<file path="config.mk">
export PLATFORM = sky130hd
export DESIGN_NAME = rss_sequencer
export DESIGN_NICKNAME = d
export VERILOG_FILES = /design/src/core/rss_pkg.sv /design/src/core/rss_sequencer.sv
export SDC_FILE = /design/constraint.sdc
export NUM_CORES = 1
export LEC_CHECK = 0
export BUFFER_PORTS_ARGS = -buffer_cell sky130_fd_sc_hd__buf_4
export CORE_ASPECT_RATIO = 1.5
export CORE_MARGIN = 3
export CORE_UTILIZATION = 30
export CTS_BUF_LIST = sky130_fd_sc_hd__clkbuf_8
export DETAILED_ROUTE_END_ITERATION = 12
export PLACE_DENSITY = 0.44
export SLEW_MARGIN = 20
export SYNTH_ARGS = -nofsm -noshare
export SYNTH_HDL_FRONTEND = slang
export SYNTH_SLANG_ARGS = --single-unit
</file>
<file path="constraint.sdc">
create_clock -name clock_in -period 2.92 [get_ports clock_in]
set_input_delay 0.584 -clock clock_in [delete_from_list [all_inputs] [get_ports clock_in]]
set_output_delay 0.584 -clock clock_in [all_outputs]
set_load 0.05 [all_outputs]
</file>
<file path="src/core/rss_pkg.sv">
// Shared constants and types of the reset source sequencer
package rss_pkg;
    // ********************
    // Timing
    // ********************
    localparam int CLK_PERIOD_NS = 50;
    localparam int LS_PERIOD_NS = 25000;
    localparam int LS_DIV_CYCLES = LS_PERIOD_NS / CLK_PERIOD_NS;
    localparam int RELEASE_LS_TICKS = 32;
    localparam int CPU_LS_DIV = 8;
    // ********************
    // Register map
    // ********************
    localparam logic [15:0] ADDR_PM0 = 16'h0004;
    localparam logic [15:0] ADDR_PM1 = 16'h0005;
    localparam logic [15:0] ADDR_VW1C = 16'h0036;
    localparam logic [15:0] ADDR_TIMER_Z_PRESCALER = 16'h0085;
    localparam logic [15:0] ADDR_TIMER_Z_SECONDARY = 16'h0086;
    localparam logic [15:0] ADDR_TIMER_Z_PRIMARY = 16'h0087;
    localparam logic [15:0] ADDR_TCC1 = 16'h009b;
    localparam logic [15:0] ADDR_TM0_LO = 16'h009c;
    localparam logic [15:0] ADDR_TM0_HI = 16'h009d;
    localparam logic [15:0] ADDR_SER_C0 = 16'h00a4;
    localparam logic [15:0] ADDR_SER_C1 = 16'h00a5;
    localparam logic [15:0] ADDR_PD1 = 16'h00e3;
    localparam logic [15:0] ADDR_PD3 = 16'h00e7;
    localparam logic [15:0] ADDR_PD4 = 16'h00ea;
    localparam logic [15:0] ADDR_OFS = 16'hffff;
    // ********************
    // Fields and reset values
    // ********************
    localparam int SWRST_BIT = 3;
    localparam int WDT_SEL_BIT = 2;
    localparam int VM1_EN_BIT = 0;
    localparam int OC_MODE_BIT = 3;
    localparam logic [7:0] BYTE_ZERO = 8'h00;
    localparam logic [7:0] TZ_RST = 8'hff;
    localparam logic [7:0] SER_C0_RST = 8'h08;
    localparam logic [7:0] SER_C1_RST = 8'h02;
    localparam logic [7:0] VW1C_HW_RST = 8'h00;
    localparam logic [7:0] VW1C_POR_RST = 8'h41;
    localparam logic [15:0] TM0_OC_RST = 16'hffff;
    localparam logic [15:0] TM0_RST = 16'h0000;
    typedef enum logic [2:0] {ST_HOLD, ST_COUNT, ST_SYNC, ST_FETCH, ST_RUN} rss_state_t;
    typedef struct packed {
        logic [15:0] addr;
        logic [7:0] wdata;
        logic we;
        logic re;
    } rss_bus_t;
    typedef struct packed {
        logic [15:0] tm0;
        logic [7:0] tz_prescale;
        logic [7:0] tz_secondary;
        logic [7:0] tz_primary;
        logic [7:0] ser_ctrl0;
        logic [7:0] ser_ctrl1;
        logic [7:0] pd1;
        logic [7:0] pd3;
        logic [7:0] pd4;
    } rss_sfr_t;
endpackage

</file>
<file path="src/core/rss_sequencer.sv">
// Reset source sequencer with its reset-sensitive registers
// Rules of the document this block is written to
// RULE_01 - Six reset sources exist; any one of them resets the device.
// RULE_02 - Writing one to the software reset request bit resets the device.
// RULE_03 - Reset pin low holds pins, CPU and registers in reset.
// RULE_04 - On reset pin rising, fetch reset vector and start execution.
// RULE_05 - After any reset, CPU runs from low-speed oscillator divided by eight.
// RULE_06 - No reset clears internal RAM.
// RULE_07 - Outside party holds reset pin low at least 500 us.
// RULE_08 - At power on, pin stays low through supply settle plus 500 us.
// RULE_09 - Power-on release waits 32 low-speed cycles after threshold 1 reached.
// RULE_10 - Monitor 1 resets at or below threshold 1; releases after 32 cycles.
// RULE_11 - Monitor 1 reset stays enabled after power-on reset.
// RULE_12 - Supply at or below threshold 2 resets and restarts from vector.
// RULE_13 - Monitor 2 reset keeps a subset of registers unchanged.
// RULE_14 - Port pins come up as inputs after reset.
// RULE_15 - Compare 0 register resets to all ones in output compare mode.
// RULE_16 - Option function select register ignores program writes.
// RULE_17 - Software leaves reserved register ranges alone.
// RULE_18 - Timer Z prescaler, secondary and primary reset to all ones.
// RULE_19 - Serial control 0 resets to 08h, control 1 to 02h.
// RULE_20 - Watchdog underflow resets only when its select bit is one.
// RULE_21 - Combined reset is released on a low-speed clock tick.
//
// Our own choices: the strobed register port and the placing of the registers.
`timescale 1ns/1ns
module rss_sequencer
    import rss_pkg::*;
#(
    parameter int LS_DIV = LS_DIV_CYCLES,
    parameter int RELEASE_TICKS = RELEASE_LS_TICKS,
    parameter int CPU_DIV = CPU_LS_DIV,
    parameter logic [7:0] OFS_DEFAULT = 8'hff // Arbitrary value
) (
    input wire logic clock_in,
    input wire logic rst_n_in,
    input wire logic reset_pin_n_in,
    input wire logic supply_above_th1_in,
    input wire logic supply_above_th2_in,
    input wire logic wdt_underflow_in,
    input wire logic [7:0] ofs_flash_in,
    input wire rss_bus_t bus_in,
    output logic [7:0] rdata_out,
    output logic sys_reset_n_out,
    output logic vector_fetch_out,
    output logic cpu_clk_en_out,
    output rss_sfr_t sfr_out
);
    // Elaboration-time refusal of sizes the counters cannot serve
    if (LS_DIV < 2 || RELEASE_TICKS < 1 || CPU_DIV < 1) begin : g_bad_param
        $error("rss_sequencer: bad parameter");
    end

    // ********************
    // Input synchronisers and low-speed divider
    // ********************
    logic [1:0] pin_sync_reg, th1_sync_reg, th2_sync_reg;
    logic [1:0] pin_sync_next, th1_sync_next, th2_sync_next;
    logic [$clog2(LS_DIV)-1:0] ls_cnt_reg, ls_cnt_next;
    logic [$clog2(CPU_DIV+1)-1:0] cpu_cnt_reg, cpu_cnt_next;
    logic ls_tick;

    // Second stage only is read; first stage feeds nothing else
    always_comb begin
        pin_sync_next = {pin_sync_reg[0], reset_pin_n_in};
        th1_sync_next = {th1_sync_reg[0], supply_above_th1_in};
        th2_sync_next = {th2_sync_reg[0], supply_above_th2_in};
        ls_tick = (ls_cnt_reg == ($clog2(LS_DIV))'(LS_DIV - 1));
        ls_cnt_next = ls_tick ? '0 : ls_cnt_reg + 1'b1;
        cpu_cnt_next = cpu_cnt_reg;
        if (!sys_reset_n_out) begin
            cpu_cnt_next = '0;
        end else if (ls_tick) begin
            // CPU clock is the low-speed tick divided by eight
            cpu_cnt_next = (cpu_cnt_reg == ($clog2(CPU_DIV+1))'(CPU_DIV - 1)) ? '0 : cpu_cnt_reg + 1'b1; // RULE_05
        end
    end

    // Pin levels start as "no reset" so power-on alone decides
    always_ff @(posedge clock_in) begin
        if (!rst_n_in) begin
            pin_sync_reg <= 2'b11;
            th1_sync_reg <= 2'b00;
            th2_sync_reg <= 2'b00;
            ls_cnt_reg <= '0;
            cpu_cnt_reg <= '0;
        end else begin
            pin_sync_reg <= pin_sync_next;
            th1_sync_reg <= th1_sync_next;
            th2_sync_reg <= th2_sync_next;
            ls_cnt_reg <= ls_cnt_next;
            cpu_cnt_reg <= cpu_cnt_next;
        end
    end

    // ********************
    // Reset sequencer
    // ********************
    rss_state_t state_reg, state_next;
    logic [$clog2(RELEASE_TICKS+1)-1:0] rel_cnt_reg, rel_cnt_next;
    logic long_reg, long_next;
    logic hw_reg, hw_next;
    logic rst_n_reg, rst_n_next;
    logic fetch_reg, fetch_next;
    logic cpu_en_reg, cpu_en_next;
    logic [7:0] pm0_reg, pm1_reg, vw1c_reg;
    logic pin_low, th1_low, th2_low, vm1_hit, wdt_hit, sw_hit, level_hit;

    // Source decode; comparators arrive synchronised
    always_comb begin
        pin_low = !pin_sync_reg[1]; // RULE_03
        th1_low = !th1_sync_reg[1];
        th2_low = !th2_sync_reg[1]; // RULE_12
        vm1_hit = th1_low && vw1c_reg[VM1_EN_BIT]; // RULE_10
        wdt_hit = wdt_underflow_in && pm1_reg[WDT_SEL_BIT]; // RULE_20
        sw_hit = bus_in.we && bus_in.addr == ADDR_PM0 && bus_in.wdata[SWRST_BIT]; // RULE_02
        // Power-on stays held until threshold 1 is reached
        level_hit = pin_low || th2_low || vm1_hit || (long_reg && th1_low); // RULE_09
    end

    // Release path: hold, optional 32-tick count, tick-aligned exit
    always_comb begin
        state_next = state_reg;
        rel_cnt_next = rel_cnt_reg;
        long_next = long_reg || vm1_hit;
        hw_next = hw_reg || pin_low;
        unique case (state_reg)
            ST_HOLD: begin
                rel_cnt_next = '0;
                if (!level_hit) begin
                    state_next = long_next ? ST_COUNT : ST_SYNC;
                end
            end
            ST_COUNT: begin
                if (ls_tick) begin
                    rel_cnt_next = rel_cnt_reg + 1'b1;
                    if (rel_cnt_reg == ($clog2(RELEASE_TICKS+1))'(RELEASE_TICKS - 1)) begin
                        state_next = ST_FETCH; // RULE_09 RULE_10
                    end
                end
            end
            ST_SYNC: begin
                if (ls_tick) begin
                    state_next = ST_FETCH; // RULE_21
                end
            end
            ST_FETCH: begin
                state_next = ST_RUN; // RULE_04
                // A cause arriving in this very cycle must not be lost
                long_next = vm1_hit;
                hw_next = pin_low;
            end
            ST_RUN: begin
            end
        endcase
        // Any source pulls back to hold from any state
        if (level_hit || wdt_hit || sw_hit) begin
            state_next = ST_HOLD; // RULE_01
        end
        rst_n_next = (state_next == ST_FETCH) || (state_next == ST_RUN);
        fetch_next = (state_next == ST_FETCH);
        cpu_en_next = ls_tick && sys_reset_n_out && cpu_cnt_reg == '0; // RULE_05
    end

    always_ff @(posedge clock_in) begin
        if (!rst_n_in) begin
            state_reg <= ST_HOLD;
            rel_cnt_reg <= '0;
            long_reg <= 1'b1;
            hw_reg <= 1'b0;
            rst_n_reg <= 1'b0;
            fetch_reg <= 1'b0;
            cpu_en_reg <= 1'b0;
        end else begin
            state_reg <= state_next;
            rel_cnt_reg <= rel_cnt_next;
            long_reg <= long_next;
            hw_reg <= hw_next;
            rst_n_reg <= rst_n_next;
            fetch_reg <= fetch_next;
            cpu_en_reg <= cpu_en_next;
        end
    end

    assign sys_reset_n_out = rst_n_reg;
    assign vector_fetch_out = fetch_reg;
    assign cpu_clk_en_out = cpu_en_reg;

    // ********************
    // Registers
    // ********************
    rss_sfr_t sfr_reg, sfr_next;
    logic [7:0] pm0_next, pm1_next, vw1c_next, tcc1_reg, tcc1_next;
    logic [7:0] ofs_reg, ofs_next, rdata_reg, rdata_next;
    logic run_prev_reg, in_rst;

    // RAM is not held here, so no reset path ever touches it
    always_comb begin
        in_rst = !rst_n_reg; // RULE_06
        pm0_next = pm0_reg;
        pm1_next = pm1_reg;
        vw1c_next = vw1c_reg;
        tcc1_next = tcc1_reg;
        sfr_next = sfr_reg;
        ofs_next = ofs_reg;
        if (in_rst) begin
            pm0_next = BYTE_ZERO;
            pm1_next = BYTE_ZERO;
            tcc1_next = BYTE_ZERO;
            sfr_next.tz_prescale = TZ_RST; // RULE_18
            sfr_next.tz_secondary = TZ_RST;
            sfr_next.tz_primary = TZ_RST;
            sfr_next.ser_ctrl0 = SER_C0_RST; // RULE_19
            sfr_next.ser_ctrl1 = SER_C1_RST;
            sfr_next.pd1 = BYTE_ZERO; // RULE_14
            sfr_next.pd3 = BYTE_ZERO;
            sfr_next.pd4 = BYTE_ZERO;
            // Mode bit is read before it clears, on reset entry only
            if (run_prev_reg) begin
                sfr_next.tm0 = tcc1_reg[OC_MODE_BIT] ? TM0_OC_RST : TM0_RST; // RULE_15
            end
            // Light resets keep monitor 1 setup; power-on sets enable
            if (long_reg) begin
                vw1c_next = VW1C_POR_RST; // RULE_11
            end else if (hw_reg) begin
                vw1c_next = VW1C_HW_RST;
            end // RULE_13
            ofs_next = ofs_flash_in;
        end else if (bus_in.we) begin
            // Option register has no bus write path; only reset loads it from flash
            unique case (bus_in.addr) // RULE_16
                ADDR_PM0: pm0_next = bus_in.wdata & ~(8'h01 << SWRST_BIT);
                ADDR_PM1: pm1_next = bus_in.wdata;
                ADDR_VW1C: vw1c_next = bus_in.wdata;
                ADDR_TCC1: tcc1_next = bus_in.wdata;
                ADDR_TIMER_Z_PRESCALER: sfr_next.tz_prescale = bus_in.wdata;
                ADDR_TIMER_Z_SECONDARY: sfr_next.tz_secondary = bus_in.wdata;
                ADDR_TIMER_Z_PRIMARY: sfr_next.tz_primary = bus_in.wdata;
                ADDR_TM0_LO: sfr_next.tm0[7:0] = bus_in.wdata;
                ADDR_TM0_HI: sfr_next.tm0[15:8] = bus_in.wdata;
                ADDR_SER_C0: sfr_next.ser_ctrl0 = bus_in.wdata;
                ADDR_SER_C1: sfr_next.ser_ctrl1 = bus_in.wdata;
                ADDR_PD1: sfr_next.pd1 = bus_in.wdata;
                ADDR_PD3: sfr_next.pd3 = bus_in.wdata;
                ADDR_PD4: sfr_next.pd4 = bus_in.wdata;
                default: begin
                end
            endcase
        end
        // Unmapped and reserved addresses read as zero
        rdata_next = BYTE_ZERO;
        if (bus_in.re) begin
            unique case (bus_in.addr)
                ADDR_PM0: rdata_next = pm0_reg;
                ADDR_PM1: rdata_next = pm1_reg;
                ADDR_VW1C: rdata_next = vw1c_reg;
                ADDR_TCC1: rdata_next = tcc1_reg;
                ADDR_TIMER_Z_PRESCALER: rdata_next = sfr_reg.tz_prescale;
                ADDR_TIMER_Z_SECONDARY: rdata_next = sfr_reg.tz_secondary;
                ADDR_TIMER_Z_PRIMARY: rdata_next = sfr_reg.tz_primary;
                ADDR_TM0_LO: rdata_next = sfr_reg.tm0[7:0];
                ADDR_TM0_HI: rdata_next = sfr_reg.tm0[15:8];
                ADDR_SER_C0: rdata_next = sfr_reg.ser_ctrl0;
                ADDR_SER_C1: rdata_next = sfr_reg.ser_ctrl1;
                ADDR_PD1: rdata_next = sfr_reg.pd1;
                ADDR_PD3: rdata_next = sfr_reg.pd3;
                ADDR_PD4: rdata_next = sfr_reg.pd4;
                ADDR_OFS: rdata_next = ofs_reg;
                default: rdata_next = BYTE_ZERO;
            endcase
        end
    end

    always_ff @(posedge clock_in) begin
        if (!rst_n_in) begin
            pm0_reg <= BYTE_ZERO;
            pm1_reg <= BYTE_ZERO;
            vw1c_reg <= VW1C_POR_RST;
            tcc1_reg <= BYTE_ZERO;
            // Power-on loads the same reset values as any other reset with compare mode off
            sfr_reg <= '{tm0: TM0_RST, tz_prescale: TZ_RST, tz_secondary: TZ_RST, tz_primary: TZ_RST,
                ser_ctrl0: SER_C0_RST, ser_ctrl1: SER_C1_RST, pd1: BYTE_ZERO, pd3: BYTE_ZERO, pd4: BYTE_ZERO};
            ofs_reg <= OFS_DEFAULT;
            rdata_reg <= BYTE_ZERO;
            run_prev_reg <= 1'b0;
        end else begin
            pm0_reg <= pm0_next;
            pm1_reg <= pm1_next;
            vw1c_reg <= vw1c_next;
            tcc1_reg <= tcc1_next;
            sfr_reg <= sfr_next;
            ofs_reg <= ofs_next;
            rdata_reg <= rdata_next;
            run_prev_reg <= rst_n_reg;
        end
    end

    assign sfr_out = sfr_reg;
    assign rdata_out = rdata_reg;
endmodule

</file>
# --- Yosys cells after proc, flatten, opt, wreduce, memory -nomap -nowiden ---
# Index checks and enable logic that the tools add are counted.
totals:
  regBits: 161
  out_inout_bits: 91
  word_cells: 134
classes:
  add_sub_neg: 3
  eq_ne: 28
  mux: 32
  bitwise: 1
  reduce_logical: 41
ops:
  columns: ["op", "n"]
  rows:
  - ["$eq A16 B8 Y1 const B", 11]
  - ["$mux W80", 2]
  - ["$mux W8", 15]
  - ["$pmux W8 S15", 1]
  - ["$eq A16 B3 Y1 const B", 2]
  - ["$mux W16", 2]
  - ["$reduce_and A2 Y1", 14]
  - ["$eq A16 B16 Y1 const B", 1]
  - ["$eq A16 B6 Y1 const B", 1]
  - ["$mux W3", 5]
  - ["$pmux W3 S4", 1]
  - ["$pmux W6 S2", 1]
  - ["$add A9 B1 Y9 const B", 1]
  - ["$eq A3 B2 Y1 const B", 3]
  - ["$eq A9 B9 Y1 const B", 1]
  - ["$reduce_and A3 Y1", 3]
  - ["$logic_or A1 B1 Y1", 8]
  - ["$logic_and A1 B1 Y1", 7]
  - ["$add A6 B1 Y6 const B", 1]
  - ["$eq A6 B5 Y1 const B", 1]
  - ["$mux W6", 1]
  - ["$ne A2 B1 Y1 const B", 3]
  - ["$add A4 B1 Y4 const B", 1]
  - ["$eq A4 B3 Y1 const B", 1]
  - ["13 further kinds", 18]

# --- Logic depth before layout (Yosys ltp) ---
depth:
  depth_word: 9
  mapped_depth: 9

# --- Worst setup path before layout ---
# OpenSTA, ideal clock, no wires.
synth_timing:
  kind: "input -> register"
  startpoint: "in bus_in[23] (netlist bit)"
  endpoint: "reg rdata_reg[4], in the netlist rdata_out[4]"
  setup_ns: 0.077
  arrival_time_ns: 2.650
  required_time_ns: 2.843
  slack_ns: 0.193
  path_stages: 8
  path_buffers: 2
  cell_sequence: "or4_4 > buf_6 > or3_1 > buf_6 > nor4_4 > a2111oi_2 > a31o_4 > a41oi_2"
synth_via:
  elab_chain_len: 2
  word_cells_on_any_way: 16
  classes_between: "15 x eq/ne; 1 x mux"
synth_lines:
  columns: ["item", "line_no", "rtl"]
  rows:
  - ["start: declaration", "rss_sequencer.sv:42", "input wire rss_bus_t bus_in,"]
  - ["$eq A16 B16 Y1 (tied with other cells)", "rss_sequencer.sv:253", "unique case (bus_in.addr)"]
  - ["$pmux W8 S15 (*)", "rss_sequencer.sv:253", null]
  - ["end signal: assignment", "rss_sequencer.sv:293", "rdata_reg <= rdata_next;"]
  - ["end: declaration", "rss_sequencer.sv:194", "logic [7:0] ofs_reg, ofs_next, rdata_reg, rdata_next;"]
# Mark *: on every way between the ends. The rest lies on a longest branch, timed or not.
# A chain may end at the register's enable or synchronous reset.

# --- Worst setup path in the final report ---
layout_timing:
  startpoint: "in bus_in[23] (netlist bit)"
  endpoint: "reg rdata_reg[7], in the netlist rdata_out[7]"
# Same word-level chain as after synthesis.

==> summary.txt <==
Synth
  • Register bit total from synthesis: roughly 160
  • Synthesized cell area: roughly 7300 um^2
  • Synth cell types: 60
  • Mean Syn Cell Area: between 8 and 9 um^2
  • Seq/Total Area, Yosys: 0.443
  • Main synth FF type: dfxtp_1
  • Post-synth EDFFs: 0
  • Cells after synthesis: between 800 and 900
  • Ys Warns: 0
  • Mapped Nets: approximately 870
  • Post-synth ARST share: 0

Min path
  • HP Class: in2reg
  • Hold EP: pin_sync_reg[0]
  • Hold_sp: reset_pin_n_in
  • WHS Path Cells: 2

Final layout
  • Area Overhead vs Synth: 28.0%
  • Share of layout cells above drive strength 1: 0.270
  • # diodes: 0
  • Nets: between 1,000 and 1,500
  • Largest register FFs: 80
  • Final Core Density: 0.392
  • Non-filler cells, final: 1,320

Global route
  • Total track usage: 0.211
  • Wire length of the first global-routing pass: about 42,000 um
  • Antenna violations before repair: 0
  • Pin count of the biggest net entering global routing: between 60 and 70
  • Met1 usage: 0.236
  • Vias in the first global route: around 6,700
  • Grt ovf: 0
  • M2 GR Usage: 0.404
  • GR peak layer: met2
  • Met3 Use GR: 0.0350

Status
  • Outcome: finished clean

STA
  • Tmin final: roughly 2.6 ns
  • # setup viols final: 0
  • FMAX: between 300 and 400 MHz
  • Crit share post-route: 0.877
  • Setup TNS: 0 ns
  • Slew headroom: 0.497
  • Slew @ Worst Pin: around 0.75 ns
  • Hold Fails Final Rpt: 0
  • RSZ-0062 raised after global routing: false
  • Final count of pins violating max slew: 0
  • Worst Skew: approximately 0.016 ns

Placed design
  • Hpwl dp: about 21,000 um
  • Placed cells: between 1,000 and 1,500
  • PortBufs: 130
  • Placer Congestion: between 0.8 and 0.9

Setup path
  • Flop2flop setup slack: roughly 0.56 ns
  • CP Data Required Time: 3.32 ns
  • Critical path fanouts, max: 5
  • Worst r2r path cells: 6
  • R2R Path End: sys_reset_n_out
  • R2R Path Start: ls_cnt_reg[4]
  • Worst Path Arrival: 2.96 ns
  • CP Class: in2reg
  • CP Launch Type: primary input
  • CP endpoint kind: flop

Clocking
  • Total setup buffers inserted after CTS: 0
  • CTS Buffer Depth: 2
  • CTS Hold Buffers Added: 0
  • CTS Sinks: about 160
  • Clock Latency Late Sink: around 0.48 ns
  • H-tree levels: 4
  • Num CTS Buffers: 17
  • CTS tree: done
  • Post-cts resize count: 0
  • Clk pin slew, worst setup/hold paths: 0.10 ns
  • Clock Tree Root: clkbuf_8

Detailed routing
  • Wire per inst: roughly 21 um
  • DRT Pass-1 Iters: 8
  • DRC: 0
  • 1st-iter DRT viols: 500
  • Antenna Nets Post-Route: 0
  • Via count: roughly 7,000
  • Final wirelength: ~28,000 um
  • Via/cell ratio: a little over 5

Power
  • Leakage power figure: 3.46 nW
  • Total power: 0.00415 W
  • Maximum vdd drop: 0.234 mV
  • Pwr dens: 446 nW/um^2

Floorplan
  • Total Die Area: between 20,000 and 30,000 um^2
  • Initial core utilization: 0.306
  • DIE HEIGHT: a little under 200 um
  • Row count: ~70
  • Core region area: about 24,000 um^2
  • Ports: roughly 130
  • Die Width: 133 um

Run
  • Max-cap violation count: 0
power by group:
part	switching, W	leakage (nW)	internal (W)	total, W
combinational	0.000133	1.96	0.0000690	0.000202
clock	0.000948	0.203	0.000784	0.00173
sequential	0.00000856	1.30	0.00221	0.00222
layout by cell type (no fill, tap or decap), drive strengths merged, types with 13 or more instances in the layout:
cell	count
nor3	13
and3	14
mux2i	43
nand2	138
nor4	18
a21oi	58
buf	191
dfxtp	161
clkbuf	17
a211oi	20
nor2	85
nand3	55
a22oi	25
worst max-delay path, cell delays in order:
cell	delay [ns]
buf_4	0.12
or4_4	0.57
or3_1	0.52
nor4_1	0.44
buf_4	0.21
a22oi_1	0.11
and3_1	0.24
a31oi_2	0.15
cells in the mapped netlist, types with 3 or more instances:
cell / instances / area share
nor4_4: 4 / 0.012
a211oi_1: 20 / 0.021
a21oi_2: 8 / 0.0096
mux2i_1: 43 / 0.059
a31oi_2: 7 / 0.012
a221oi_1: 8 / 0.0096
and2_1: 8 / 0.0069
buf_1: 4 / 0.0021
nor2_1: 84 / 0.043
or3_1: 8 / 0.0069
xnor2_1: 5 / 0.0060
o21ai_0: 4 / 0.0028
nor4_1: 9 / 0.0077
ha_1: 4 / 0.0069
buf_6: 3 / 0.0046
mux2_2: 7 / 0.011
dfxtp_1: 161 / 0.44
nand2_1: 137 / 0.071
or2_2: 4 / 0.0034
nor3_1: 10 / 0.0069
a222oi_1: 9 / 0.012
and3_1: 14 / 0.012
nor4_2: 5 / 0.0086
or4_1: 5 / 0.0052
a22o_1: 11 / 0.013
nand2b_1: 11 / 0.0095
xor2_1: 7 / 0.0084
nand4_1: 11 / 0.0095
a22oi_1: 25 / 0.026
buf_4: 4 / 0.0041
nand3_1: 55 / 0.038
clkbuf_1: 28 / 0.014
nor3_2: 3 / 0.0041
a21oi_1: 50 / 0.034
nor2b_1: 6 / 0.0052
inv_1: 6 / 0.0031
buf_2: 12 / 0.0083
layer usage:
layer,part of all wire,routed length (um)
met3,0.045,1260
met2,0.55,15300
met1,0.38,10600
met4,0.022,625
met5,0,0
cell type report:
type | count | area, um^2
Inverter | 8 | 30.0
Multi-Input combinational cell | 609 | 3780
Tap cell | 319 | 399
Sequential cell | 161 | 3220
Timing Repair Buffer | 191 | 1470
Clock buffer | 17 | 234
Fill cell | 2464 | 14400
Clock inverter | 15 | 171
worst max path at each step:
| stage | end | start | cells after the start | slack, ns |
|---|---|---|---|---|
| after detailed placement | rdata_out[7] | bus_in[23] | 8 | -0.17 |
| final | rdata_out[7] | bus_in[23] | 8 | 0.36 |
| after global placement | rdata_out[7] | bus_in[23] | 8 | -0.15 |
| after CTS | rdata_out[7] | bus_in[23] | 8 | 0.35 |
| after floorplan | rdata_out[4] | bus_in[23] | 8 | 0.19 |
| after global routing | rdata_out[7] | bus_in[23] | 8 | 0.33 |
cell families (layout without fill, tap and decap cells):
kind of cell    Yosys count  in the layout  share of synthesized area
flops                   161            161                      0.443
xor+xnor                 12             12                     0.0145
simple gates            385            385                      0.263
fa+ha+maj                 4              4                    0.00688
compound gates          158            158                      0.165
buf+inv                  59            231                     0.0377
mux                      50             50                     0.0700
per-stage QoR:
stage | cell area (um^2) | setup WS (ns) | hold slack [ns]
after floorplan | 7270 | 0.193 | 0.386
after global placement | 8900 | -0.145 | 0.393
after detailed placement | 8900 | -0.167 | 0.398
after CTS | 9310 | 0.349 | 0.250
after global routing | 9310 | 0.333 | 0.272
final | 9310 | 0.360 | 0.285
Note: power is estimated with default switching activity, not from simulation.
